**src/logic/xdle_pkg.sv**
```systemverilog
// package for the xor and direction load execute block
// constants shared by decoder and top
package xdle_pkg;
    localparam int        XDLE_IW        = 14;
    localparam int        XDLE_DW        = 8;
    localparam int        XDLE_AW        = 7;
    localparam int        XDLE_NDIR      = 3;
    // opcode patterns and masks
    localparam logic [13:0] XDLE_XORLIT_MASK = 14'h3f00;
    localparam logic [13:0] XDLE_XORLIT_PAT  = 14'h3a00;
    localparam logic [13:0] XDLE_XORF_MASK   = 14'h3f00;
    localparam logic [13:0] XDLE_XORF_PAT    = 14'h0600;
    localparam logic [13:0] XDLE_DIRLD_MASK  = 14'h3ff8;
    localparam logic [13:0] XDLE_DIRLD_PAT   = 14'h0060;
    // field positions
    localparam int        XDLE_DEST_BIT  = 7;
    // direction register selector range
    localparam logic [2:0] XDLE_DIR_MIN  = 3'h5;
    localparam logic [2:0] XDLE_DIR_MAX  = 3'h7;
    // reset values
    localparam logic [7:0] XDLE_W_RST    = 8'h00;
    localparam logic [7:0] XDLE_DIR_RST  = 8'hff;
    typedef enum logic [1:0] {
        XDLE_OP_NONE,
        XDLE_OP_XORLIT,
        XDLE_OP_XORF,
        XDLE_OP_DIRLD
    } xdle_op_e;
endpackage : xdle_pkg

```
**src/logic/xdle_top.sv**
```systemverilog
// execute stage for xor literal, xor file and direction load
// assumes file register read data arrives combinationally for file_addr_o
`timescale 1ns/1ps
module xdle_top
    import xdle_pkg::*;
(
    // clock and reset
    input  wire logic               clk_i,
    input  wire logic               reset_n_i,
    // instruction stream
    input  wire logic               instr_valid_i,
    input  wire logic [XDLE_IW-1:0] instr_i,
    // file register read
    input  wire logic [XDLE_DW-1:0] file_rdata_i,
    // direct direction register access
    input  wire logic               dir_we_i,
    input  wire logic [2:0]         dir_sel_i,
    input  wire logic [XDLE_DW-1:0] dir_wdata_i,
    output logic      [XDLE_DW-1:0] dir_rdata_o,
    // file register write
    output logic                    file_we_o,
    output logic      [XDLE_AW-1:0] file_waddr_o,
    output logic      [XDLE_DW-1:0] file_wdata_o,
    // state and combinational file read address
    output logic      [XDLE_DW-1:0] w_o,
    output logic                    zero_o,
    output logic      [XDLE_DW-1:0] dir5_o,
    output logic      [XDLE_DW-1:0] dir6_o,
    output logic      [XDLE_DW-1:0] dir7_o,
    output logic      [XDLE_AW-1:0] file_addr_o
);
    import xdle_pkg::*;

    xdle_op_e            op;
    logic [XDLE_DW-1:0]  res;
    logic                dest;
    logic [XDLE_DW-1:0]  dir_q [XDLE_NDIR];
    logic                dir_ok;

    xdle_decode u_dec (
        .instr_i (instr_i),
        .op_o    (op)
    );

    // read address is the file field, presented combinationally
    assign file_addr_o = instr_i[XDLE_AW-1:0];
    assign dest        = instr_i[XDLE_DEST_BIT];
    assign dir_ok      = (instr_i[2:0] >= XDLE_DIR_MIN)
                       && (instr_i[2:0] <= XDLE_DIR_MAX);

    always_comb begin
        res = w_o;
        unique case (op)
            XDLE_OP_XORLIT: res = w_o ^ instr_i[XDLE_DW-1:0];
            XDLE_OP_XORF:   res = w_o ^ file_rdata_i;
            XDLE_OP_DIRLD:  res = w_o;
            XDLE_OP_NONE:   res = w_o;
        endcase
    end

    // working register
    always_ff @(posedge clk_i or negedge reset_n_i) begin
        if (!reset_n_i) begin
            w_o <= XDLE_W_RST;
        end else if (instr_valid_i) begin
            if (op == XDLE_OP_XORLIT) begin
                w_o <= res;
            end else if (op == XDLE_OP_XORF && !dest) begin
                w_o <= res;
            end
        end
    end

    // zero flag, untouched by direction load
    always_ff @(posedge clk_i or negedge reset_n_i) begin
        if (!reset_n_i) begin
            zero_o <= 1'b0;
        end else if (instr_valid_i
                     && (op == XDLE_OP_XORLIT || op == XDLE_OP_XORF)) begin
            zero_o <= (res == '0);
        end
    end

    // file write back
    always_ff @(posedge clk_i or negedge reset_n_i) begin
        if (!reset_n_i) begin
            file_we_o    <= 1'b0;
            file_waddr_o <= '0;
            file_wdata_o <= '0;
        end else begin
            file_we_o <= instr_valid_i && op == XDLE_OP_XORF && dest;
            file_waddr_o <= instr_i[XDLE_AW-1:0];
            file_wdata_o <= res;
        end
    end

    // direction registers, instruction load has priority over direct write
    genvar gi;
    generate
        for (gi = 0; gi < XDLE_NDIR; gi++) begin : g_dir
            localparam logic [2:0] SEL = XDLE_DIR_MIN + 3'(gi);
            always_ff @(posedge clk_i or negedge reset_n_i) begin
                if (!reset_n_i) begin
                    dir_q[gi] <= XDLE_DIR_RST;
                end else if (instr_valid_i && op == XDLE_OP_DIRLD
                             && dir_ok && instr_i[2:0] == SEL) begin
                    dir_q[gi] <= w_o;
                end else if (dir_we_i && dir_sel_i == SEL) begin
                    dir_q[gi] <= dir_wdata_i;
                end
            end
        end
    endgenerate

    assign dir5_o = dir_q[0];
    assign dir6_o = dir_q[1];
    assign dir7_o = dir_q[2];

    // registered readback
    always_ff @(posedge clk_i or negedge reset_n_i) begin
        if (!reset_n_i) begin
            dir_rdata_o <= '0;
        end else if (dir_sel_i >= XDLE_DIR_MIN) begin
            dir_rdata_o <= dir_q[2'(dir_sel_i - XDLE_DIR_MIN)];
        end else begin
            dir_rdata_o <= '0;
        end
    end
endmodule : xdle_top

```
**src/logic/xdle_decode.sv**
```systemverilog
// combinational opcode classifier
// assumes a 14-bit instruction word from fetch, same clock domain
`timescale 1ns/1ps
module xdle_decode
    import xdle_pkg::*;
(
    // instruction
    input  wire logic [XDLE_IW-1:0] instr_i,
    // decoded class
    output xdle_op_e                op_o
);
    always_comb begin
        op_o = XDLE_OP_NONE;
        if ((instr_i & XDLE_XORLIT_MASK) == XDLE_XORLIT_PAT) begin
            op_o = XDLE_OP_XORLIT;
        end else if ((instr_i & XDLE_XORF_MASK) == XDLE_XORF_PAT) begin
            op_o = XDLE_OP_XORF;
        end else if ((instr_i & XDLE_DIRLD_MASK) == XDLE_DIRLD_PAT) begin
            op_o = XDLE_OP_DIRLD;
        end
    end
endmodule : xdle_decode

```
**config.mk**
```make
export PLATFORM = sky130hd
export DESIGN_NAME = xdle_top
export DESIGN_NICKNAME = d
export VERILOG_FILES = /design/src/logic/xdle_pkg.sv /design/src/logic/xdle_top.sv /design/src/logic/xdle_decode.sv
export SDC_FILE = /design/constraint.sdc
export NUM_CORES = 1
export LEC_CHECK = 0
export BUFFER_PORTS_ARGS = -buffer_cell sky130_fd_sc_hd__buf_2
export CAP_MARGIN = 40
export CORE_AREA = 2 2 114 89
export CTS_CLUSTER_SIZE = 8
export DETAILED_ROUTE_END_ITERATION = 10
export DIE_AREA = 0 0 116 91
export SYNTH_ARGS = -nofsm -noshare
export SYNTH_HDL_FRONTEND = slang
export SYNTH_HIERARCHICAL = 1
export SYNTH_SLANG_ARGS = --single-unit
```
**constraint.sdc**
```tcl
create_clock -name clk_i -period 1.4 [get_ports clk_i]
set_input_delay 0.07 -clock clk_i [delete_from_list [all_inputs] [get_ports clk_i]]
set_output_delay 0.07 -clock clk_i [all_outputs]
set_load 0.02 [all_outputs]
```
# [After elaboration in Yosys (flattened, before gate mapping)]
# Index checks and enable logic that the tools add are counted.
[totals] elab_cells=68 output_inout_bits=64 inputBits=37 ff_bits=57
[classes] n_bitwise=3 n_addsub=1 n_eq_ne=12 order_cmp=4 mux=16 n_reduce_logical=23
[ops] op="$mux 8" n=11
[ops] op="$pmux 8 s3" n=1
[ops] op="$eq 3x3->1 const B" n=6
[ops] op="$bmux 8 s2" n=1
[ops] op="$xor 8x8->8" n=2
[ops] op="$logic_and 1x1->1" n=13
[ops] op="$eq 11x4->1 const B" n=1
[ops] op="$ge 3x3->1 const B" n=3
[ops] op="$logic_not 8->1" n=1
[ops] op="$reduce_bool 2->1" n=4
[ops] op="$eq 6x3->1 const B" n=1
[ops] op="$eq 6x6->1 const B" n=1
[ops] op="$mux 2" n=3
[ops] op="$eq 2x2->1 const B" n=2
[ops] op="$le 3x3->1 const B" n=1
[ops] op="$not 2->3" n=1
[ops] op="$eq 2x1->1 const B" n=1
[ops] op="$logic_not 2->1" n=1
[ops] op="$reduce_and 2->1" n=1
[ops] op="$reduce_or 2->1" n=1
[ops] op="$sub 2x1->2 const B" n=1
[ops] op="$logic_not 1->1" n=1
[ops] op="$logic_or 1x1->1" n=1

# [Logic depth before layout (Yosys ltp)]
# Gate-level depths: netlist of the first run.
[logic_depth] word_depth=9 depth_mapped=11 mapped_depth_nobuf=10

# [Hierarchy]
# Netlist of the first run, hierarchy kept.
[by_module_without_submodules] mod="xdle_top" seq_area_each_um2=1456.4 area_per_inst_um2=2701.3 n_inst=1 cells_per_inst=254
[by_module_without_submodules] mod="xdle_decode" seq_area_each_um2=0.0 area_per_inst_um2=55.1 n_inst=1 cells_per_inst=9

# [Least setup slack after synthesis of the first run]
# No wires, ideal clock.
[synth_path] kind="input -> register" from="input port instr_i[13]" to="register zero_o" n_path_buf=1 arrival_ps=1868 setup_time_ps=104 setup_slack_ps=-572 cell_stages=9 required_time_ps=1296 cell_sequence="or3_1 > o21ai_1 > inv_1 > ha_1 > buf_4 > nor2_1 > xnor2_2 > nand4_1 > o41ai_2"
[synth_between] elab_chain_cells=8 word_cells_on_any_way=15 classes_between="eq/ne: 6; mux: 4; reduce/logical: 5"
[synth_rtl] item="from (decl)" line_no="xdle_top.sv:12" source="input wire logic [XDLE_IW-1:0] instr_i,"
[synth_rtl] item="$eq 11x4->1" line_no="xdle_decode.sv:18" source="end else if ((instr_i & XDLE_DIRLD_MASK) == XDLE_DIRLD_PAT) begin"
[synth_rtl] item="$mux 2" line_no="xdle_decode.sv:18"
[synth_rtl] item="$mux 2" line_no="xdle_decode.sv:16" source="end else if ((instr_i & XDLE_XORF_MASK) == XDLE_XORF_PAT) begin"
[synth_rtl] item="$mux 2 *" line_no="xdle_decode.sv:14" source="if ((instr_i & XDLE_XORLIT_MASK) == XDLE_XORLIT_PAT) begin"
[synth_rtl] item="net op[0]" line_no="xdle_top.sv:34" source="xdle_op_e op;"
[synth_rtl] item="$eq 2x2->1 / $logic_not 2->1 (equally long branches)" line_no="xdle_top.sv:53" source="unique case (op)"
[synth_rtl] item="$reduce_or 2->1 (no source line)"
[synth_rtl] item="$pmux 8 s3" line_no="xdle_top.sv:53"
[synth_rtl] item="$logic_not 8->1" line_no="xdle_top.sv:80" source="zero_o <= (res == '0);"
[synth_rtl] item="to (signal assigned)" line_no="xdle_top.sv:80"
[synth_rtl] item="to (decl)" line_no="xdle_top.sv:26" source="output logic zero_o,"
# The timed path passes the listed nets; every way through them passes the cells marked *.
# A chain may end at the register's enable or synchronous reset.

# [Worst setup path after layout of the first run]
[layout_path] from="input port instr_i[9]" to="register zero_o"
# Same word-level chain as after synthesis.

==> metrics.txt, run 1 <==
Pleak=2.418 nW; ranking of synthesized cells by area=dfrtp_1 30%, dfstp_2 23%, mux2i_1 14%, o21ai_0 5.3%, nand2_1 4.6%; count leader, synth=mux2i_1; worst skew pair latency=0.32 ns; post-route ant nets=0; RSZ-0062 raised after global routing=true; vias per cell=4.553; CTS tree=done; path depth of the worst reg2reg path=3; Required @ worst endpoint=1.61 ns; Final Cell Area=4452 um2; Slew Limit Fails=0; Die Y=91 um; mean post-synth cell area=10.48 um2; Hold Slack=0.05443 ns; vias in the first global route=2404; hold depth=3; status=finished with violations; EDFF count, synth=0; Post-Synthesis Cells=263; PortBufs=100; share of layout cells above drive strength 1=60.44%; Sink Count=57; Fillers=886; total CTS buffers=9; Tot GR Track Use=15.26%; Crit Path Category=primary input to flop; Final Core Density=47.43%; number of synthesis warnings=6; syn_nets=307; clk root buf=clkbuf_16; cell accounting for the most synthesized area=dfrtp_1; row count=31; PD cells=1245 nW/um2; most frequent cells after synthesis=39 x mux2i_1, 34 x nand2_1, 33 x dfrtp_1, 29 x o21ai_0, 25 x nor2_1; worst-margin pin slew=0.5259 ns; I/O pins=101; routed len/inst=15.40 um; initial antenna violation count=0; Netlist Area Pre-Place=2756 um2; #FFs+latches synth=57; Inst Count DP=510; period utilisation layout=130.8%; Area growth, synth to finish=61.51%; CTS max path bufs=2; n_diodes=0; crit path max-delay cell type=o41ai_2; Final Power=5.543 mW; worst hold path class=primary input to flop; Worst EP arrival=2.04 ns; maximum net fanout on the critical path=4; Nets=446; Setup crit start kind=primary input; number of max-cap violations=0; Slew HR=64.81%; Vias=2454; sequential element share of the synthesized area=52.84%; setup ws final=-0.4316 ns; 1st-pass router iterations=6; Most used DFF post-synth=dfrtp_1; Worst-path clk slew=0.05 ns; final hold vios=0; Max Fclk=546.0 MHz; global-route wire length before repair=12300 um; post-route insts no fill=539; DP Area=3669 um2; largest net degree at the start of global routing=58; Critical Path End Type=flop; Most common cell on crit path=nand4_1; Starting Density=29.37%; worst-path cell chain=buf_8 -> nor4_4 -> nand4_1 -> a21oi_4 -> ha_4 -> mux2i_2 -> nor2_2 -> xnor2_1 -> nand4_1 -> o41ai_2; number of setup violations in the final report=41; Synth top area share=29.96%; asr flop ratio synth=100.0%; chip width=116 um; drt total wl=8299 um; Max IR drop VDD=0.6235 mV; Clock Skew=0.004934 ns; Die Footprint=10560 um2; dpl hpwl=5654 um; failing checks=negative setup slack; Netlist cell types=30; critical path's largest stage delay=0.32 ns; htree depth=3; grt ovf=0; # DRC=0; drt initial violations=46; core area=9387 um2; GPL Wtd Cong=0.7678; fin crit period=1.832 ns
## per-layer routing
layer	part of all wire, %	vias to the layer above	wire length (um)	global-route usage, %
li1	-	1183	-	-
met1	47	1201	3900	20.66
met2	47	64	3877	23.44
met3	5.6	6	468	5.541
met4	0.64	0	53	3.274
met5	0	-	0	0
## final timing paths
check | start | to | slack, ns
max | instr_i[9] | zero_o | -0.43
min | dir_wdata_i[3] | dir6_o[3] | 0.05
min reg2reg | dir6_o[7] | dir_rdata_o[7] | 0.56
max in group asynchronous | reset_n_i | dir5_o[1] | 0.80
max reg2reg | w_o[5] | zero_o | 0.08
min in group asynchronous | reset_n_i | dir_rdata_o[5] | 0.27
## registers in the layout, indices dropped and copies added, names as in the netlist
name          cells
dir5_o            8
dir6_o            8
dir7_o            8
dir_rdata_o       8
file_wdata_o      8
w_o               8
file_waddr_o      7
file_we_o         1
zero_o            1
## timing repair
action	in CTS	in global routing
setup buffers	7	3
hold buffers	8	0
gates cloned	0	3
gates resized for setup	26	87
endpoints found under the setup margin	41	41
pin swaps	14	20
hold endpoints to repair	40	0
## kinds of logic (layout without fill, tap and decap cells)
group	Yosys count	count (layout)	synth area share [%]
AO/OA/AOI/OAI	46	46	8.988
AND/OR/NAND/NOR	77	77	12.17
adder cells (fa/ha/maj)	7	7	3.177
multiplexers	40	40	14.57
XOR/XNOR	8	8	2.815
buffers and inverters	28	172	5.447
flip-flops	57	57	52.84
## final cells by class
class	count	area [um2]	share of cell area, %
sequential	57	1456	32.72
multi-input combinational	178	1481	33.28
inverter	13	48.80	1.096
clock buffer	14	274.0	6.155
timing repair buffer	143	991.0	22.26
clock inverter	2	35.03	0.7870
tap	132	165.2	3.710
## where the power goes
group / switching [mW] / total [mW] / internal [mW]
Clock: 0.725 / 2.24 / 1.52
Sequential: 0.164 / 2.14 / 1.97
Combinational: 0.686 / 1.16 / 0.474
## critical path, delay by kind of cell
family	cells	cell delay, ns
buf+inv	1	0.10
xor+xnor	1	0.17
compound gates	2	0.58
simple gates	4	0.65
fa+ha+maj	1	0.21
mux	1	0.25
## cells in the final DEF, fill, tap and decap left out, drive strengths merged, types with 2 or more instances in the layout
cell type / instances
a21oi: 9
and3: 3
buf: 132
clkbuf: 17
clkinv: 2
dfrtp: 33
dfstp: 24
dlygate4sd3: 8
ha: 7
inv: 12
mux2i: 39
nand2: 34
nand3: 4
nand4: 3
nor2: 27
o21ai: 35
xnor2: 8
## metrics by stage
step | TNS (ns) | worst slack [ns]
floorplan | -9.375 | -0.4954
global placement | -20.90 | -0.7333
detailed placement | -22.65 | -0.8546
CTS | -9.346 | -0.4232
global route | -13.11 | -0.5938
finish | -8.509 | -0.4316
Power figures use the tool's default switching activity.
==> run 2, diff against run 1 <==
--- a/config.mk
+++ b/config.mk
@@ -12,4 +12,5 @@
 export DETAILED_ROUTE_END_ITERATION = 10
 export DIE_AREA = 0 0 116 91
+export SETUP_SLACK_MARGIN = 0.05
 export SYNTH_ARGS = -nofsm -noshare
 export SYNTH_HDL_FRONTEND = slang
==> constraint.sdc (replaced) <==
create_clock -name clk_i -period 1.4 [get_ports clk_i]
set_input_delay 0.21 -clock clk_i [delete_from_list [all_inputs] [get_ports clk_i]]
set_output_delay 0.21 -clock clk_i [all_outputs]
set_load 0.02 [all_outputs]
==> metrics.txt, run 2 (synthesized netlist as in run 1, its figures left out) <==
Critical Path End Type=flop; chip width=116 um (unchanged); RSZ-0062 raised after global routing=true; Inst Count DP=510 (unchanged); most frequent cells in the layout=98 x buf_2, 37 x mux2i_1, 33 x nand2_1, 33 x dfrtp_1, 25 x buf_4; failing checks=negative setup slack; grt ovf=0 (unchanged); worst skew pair latency=0.32 ns (about the same); post-route insts no fill=533 (-1.1%); status=finished with violations; Final Power=5.445 mW (-1.8%); commonest non-fill, non-tap cell in the layout=buf_2; vias in the first global route=2414 (+0.42%); Die Footprint=10560 um2 (unchanged); Crit Path Category=primary input to flop; Required @ worst endpoint=1.61 ns (about the same); Hold Slack=0.05306 ns (-0.001374 ns); Pleak=2.129 nW (-12%); drt initial violations=112 (+140%); core area=9387 um2 (unchanged); Area growth, synth to finish=53.38%; Setup crit start kind=primary input; htree depth=3 (unchanged); final hold vios=0 (unchanged); 1st-pass router iterations=4 (-2); vias per cell=4.555 (about the same); Slew HR=61.85% (-3.0 points); maximum net fanout on the critical path=4 (unchanged); Slew Limit Fails=0 (unchanged); Clock Skew=0.003831 ns (-0.001103 ns); GPL Wtd Cong=0.7508 (-2.2%); row count=31 (unchanged); Vias=2428 (-1.1%); initial antenna violation count=0 (unchanged); I/O pins=101 (unchanged); Tot GR Track Use=15.80% (+0.54 points); Worst EP arrival=2.16 ns (+0.12 ns); fin crit period=1.941 ns (+0.1092 ns); post-route ant nets=0 (unchanged); setup ws final=-0.5409 ns (-0.1092 ns); CTS max path bufs=2 (unchanged); Max IR drop VDD=0.6973 mV (+12%); Max Fclk=515.2 MHz (-5.6%); global-route wire length before repair=12610 um (+2.5%); dpl hpwl=5708 um (+0.95%); PortBufs=100 (unchanged); number of max-cap violations=0 (unchanged); largest net degree at the start of global routing=58 (unchanged); Worst-path clk slew=0.05 ns (about the same); Sink Count=57 (unchanged); period utilisation layout=138.6% (+7.8 points); Starting Density=29.37% (unchanged); R2R Setup Slk=0.17 ns (+0.09 ns); Die Y=91 um (unchanged); # DRC=0 (unchanged); CTS tree=done; Nets=440 (-1.3%); n_diodes=0 (unchanged); share of layout cells above drive strength 1=52.62% (-7.8 points); PD cells=1288 nW/um2 (+3.4%); worst-margin pin slew=0.5701 ns (+0.04420 ns); total CTS buffers=9 (unchanged); clk root buf=clkbuf_16; worst hold path class=primary input to flop; drt total wl=8071 um (-2.7%); routed len/inst=15.14 um (-1.7%); number of setup violations in the final report=41 (unchanged)
run 2: cell types whose count changed in the layout (fill, tap and decap cells not counted), sizes merged:
cell and change:
dlygate4sd3 -7, clkbuf -2, buf +2, clkinv +1
run 2: final cells by class:
class                      instances  area (um2)
multi-input combinational        178        1308
inverter                          13       53.80
timing repair buffer             137       944.7
sequential                        57        1456
clock inverter                     3       40.04
clock buffer                      13       260.3
tap                              132       165.2
fill                             934        5159
run 2: power breakdown:
part	leakage, nW	total [mW]	switching, mW	internal [mW]
registers	0.690	2.14	0.160	1.97
logic	1.29	1.12	0.667	0.455
clock network	0.150	2.19	0.721	1.47
total	2.13	5.44	1.55	3.90
run 2: critical path: stages:
cell and delay, ns:
buf_8 0.10, nor4_4 0.25, nand4_1 0.23, a21oi_4 0.26
ha_4 0.21, mux2i_1 0.19, nor2_1 0.07, xnor2_1 0.19
nand4_1 0.15, o41ai_2 0.30
run 2: what timing repair did:
action	4_1_cts	5_1_grt
cloned	1	1
pin swaps	12	6
endpoints found under the hold margin	33	0
setup buffers	10	0
setup endpoints to repair	41	41
hold buffers	1	0
resized for setup	31	18
run 2: path summary, 6_finish.rpt:
check | start | to | depth (start not counted)
min | instr_i[2] | file_waddr_o[2] | 1
min in group asynchronous | reset_n_i | dir_rdata_o[5] | 3
min reg2reg | zero_o | zero_o | 2
max reg2reg | w_o[0] | zero_o | 3
max in group asynchronous | reset_n_i | dir5_o[1] | 3
max | instr_i[9] | zero_o | 10
run 2: per-layer routing:
| layer | track usage [%] | wire (um) |
|---|---|---|
| met4 | 2.976 | 53 |
| met1 | 21.52 | 3958 |
| met3 | 6.475 | 495 |
| met5 | 0 | 0 |
| met2 | 23.78 | 3564 |
run 2: metrics by stage:
step | util (%) | setup slack (ns) | TNS [ns] | area [um2]
6_report | 45.04 | -0.5409 | -17.36 | 4228
5_1_grt | 45.04 | -0.6385 | -21.21 | 4228
2_1_floorplan | - | -0.6354 | -15.11 | 2867
4_1_cts | 44.65 | -0.5203 | -16.84 | 4192
3_3_place_gp | 39.54 | -0.8631 | -27.84 | 3711
3_5_place_dp | 39.54 | -0.9894 | -30.18 | 3711
==> run 3, diff against run 2 <==
- clock period: 1.4 -> 1.6 ns (I/O delays scaled with it)
==> metrics.txt, run 3 (synthesized netlist as in run 1, its figures left out) <==
clk root buf=clkbuf_16; I/O pins=101 (unchanged); crit path max-delay cell type=o41ai_2; Final Cell Area=4420 um2 (+4.6%); critical path buffer and inverter count=2 (+1); Inst Count DP=511 (+0.20%); post-route ant nets=0 (unchanged); Setup WS pre-CTS=-0.8464 ns (+0.1430 ns); Die Y=91 um (unchanged); setup TNS=-8.006 ns (+9.350 ns); internal power=3.218 mW (-17%); area of the multi-input gates=1499 um2 (+15%); worst-margin pin slew=0.5245 ns (-0.04558 ns); worst skew pair latency=0.33 ns (about the same); vias in the first global route=2511 (+4.0%); largest net degree at the start of global routing=58 (unchanged); Hold Crit Start=instr_i[2]; Pleak=2.421 nW (+14%); Most common cell on crit path=nand4_1; core area=9387 um2 (unchanged); row count=31 (unchanged); 1st-pass router iterations=4 (unchanged); Tot GR Track Use=16.00% (+0.21 points); number of max-cap violations=0 (unchanged); total CTS buffers=9 (unchanged); hold depth=1 (unchanged); Hold EP=file_waddr_o[2]; Hold Slack=0.08174 ns (+0.02868 ns); Slew HR=64.90% (+3.0 points); global-route wire length before repair=12790 um (+1.4%); RSZ-0062 raised after global routing=true; n_diodes=0 (unchanged); DP Area=3676 um2 (-0.94%); Crit Path Category=primary input to flop; Final Power=4.611 mW (-15%); Max Fclk=495.4 MHz; critical path's largest stage delay=0.30 ns (about the same); Area growth, synth to finish=60.37%; share of layout cells above drive strength 1=62.87% (+10 points); drt total wl=8531 um (+5.7%); final hold vios=0 (unchanged); Vias=2458 (+1.2%); maximum net fanout on the critical path=6 (+2); failing checks=negative setup slack; chip width=116 um (unchanged); Clock power frac=37.5% (-2.7 points); htree depth=3 (unchanged); worst hold path class=primary input to flop; Final Core Density=47.09% (+2.1 points); R2R Path End=zero_o; CTS max path bufs=2 (unchanged); number of setup violations in the final report=41 (unchanged); GPL Wtd Cong=0.7611 (+1.4%); Starting Density=29.37% (unchanged); Die Footprint=10560 um2 (unchanged); dpl hpwl=5650 um (-1.0%); Worst EP arrival=2.23 ns (+0.07 ns); vias per cell=4.586 (+0.67%); Required @ worst endpoint=1.81 ns (+0.20 ns); worst r2r src=w_o[7]; R2R Setup Slk=0.28 ns (+0.11 ns); Clock Skew=0.008367 ns (+0.004536 ns); switching power=1.393 mW (-10%); part of the power in registers=40.5% (+1.3 points); setup ws final=-0.4185 ns (+0.1224 ns); fin crit period=2.018 ns; Slew Limit Fails=0 (unchanged); # DRC=0 (unchanged); worst-path cell chain=buf_8 -> nor4_4 -> nand4_1 -> a21oi_2 -> buf_4 -> ha_4 -> mux2i_1 -> nor2_2 -> xnor2_2 -> nand4_1 -> o41ai_2; period utilisation layout=126.2%; PD cells=1043 nW/um2 (-19%); status=finished with violations; Critical Path End Type=flop; commonest non-fill, non-tap cell in the layout=buf_2; Fillers=912 (-2.4%); Nets=443 (+0.68%); Comb pwr share=22.0% (+1.4 points); Worst-path clk slew=0.05 ns (about the same); most frequent cells in the layout=98 x buf_2, 38 x mux2i_1, 33 x dfrtp_1; Max IR drop VDD=0.4827 mV (-31%); CP top delay family=simple AND/OR/NAND/NOR gates; PortBufs=100 (unchanged); CTS tree=done; drt initial violations=85 (-24%); Sink Count=57 (unchanged); post-route insts no fill=536 (+0.56%); routed len/inst=15.92 um (+5.1%); grt ovf=0 (unchanged); path depth of the worst reg2reg path=3 (unchanged); initial antenna violation count=0 (unchanged); net switching fraction of the power=30.20% (+1.8 points); Setup crit start kind=primary input; register area=1456 um2 (unchanged)
==> run 3: cell count changes in the layout (fill, tap and decap cells not counted), sizes merged <==
cell      delta
buf          +2
bufinv       -1
clkbuf       +1
clkinvlp     +1
==> run 3: what timing repair did <==
action	in CTS	in global routing
gates resized for setup	36	85
endpoints found under the setup margin	41	41
pin swaps	20	25
cloned	1	3
hold buffers	1	0
endpoints found under the hold margin	33	0
buffers inserted	12	3
==> run 3: final cells by class <==
type | count | area share (%)
inverters | 13 | 1.104
clock buffers | 13 | 5.661
repair buffers | 140 | 22.25
flip-flops and latches | 57 | 32.95
multi-input cells | 178 | 33.91
well taps | 132 | 3.736
clock inverters | 3 | 0.3963
==> run 3: power by group through the flow <==
stage | sequential [mW] | clock (mW) | combinational [mW]
CTS | 1.87 | 1.77 | 0.973
floorplan | 2.10 | 0 | 0.313
finish | 1.87 | 1.73 | 1.02
global route | 1.89 | 1.85 | 1.10
global placement | 1.89 | 0 | 0.934
detailed placement | 1.89 | 0 | 0.947
==> run 3: routing by layer <==
layer  share of wire [%]  track usage [%]  up-vias
met1                  47            21.79     1219
met3                 5.6            6.142        4
met4                0.45            3.274        0
li1                    -                -     1165
met2                  46            24.27       70
met5                   0                0        -
==> run 3: worst max-delay path by stage <==
stage                   to  startpoint  slack, ns  cells after the start
CTS                 zero_o  instr_i[9]      -0.40                     11
finish              zero_o  instr_i[9]      -0.42                     11
global route        zero_o  instr_i[9]      -0.56                     11
global placement    zero_o  instr_i[9]      -0.68                     10
detailed placement  zero_o  instr_i[9]      -0.85                     10
floorplan           zero_o  instr_i[9]      -0.47                      9
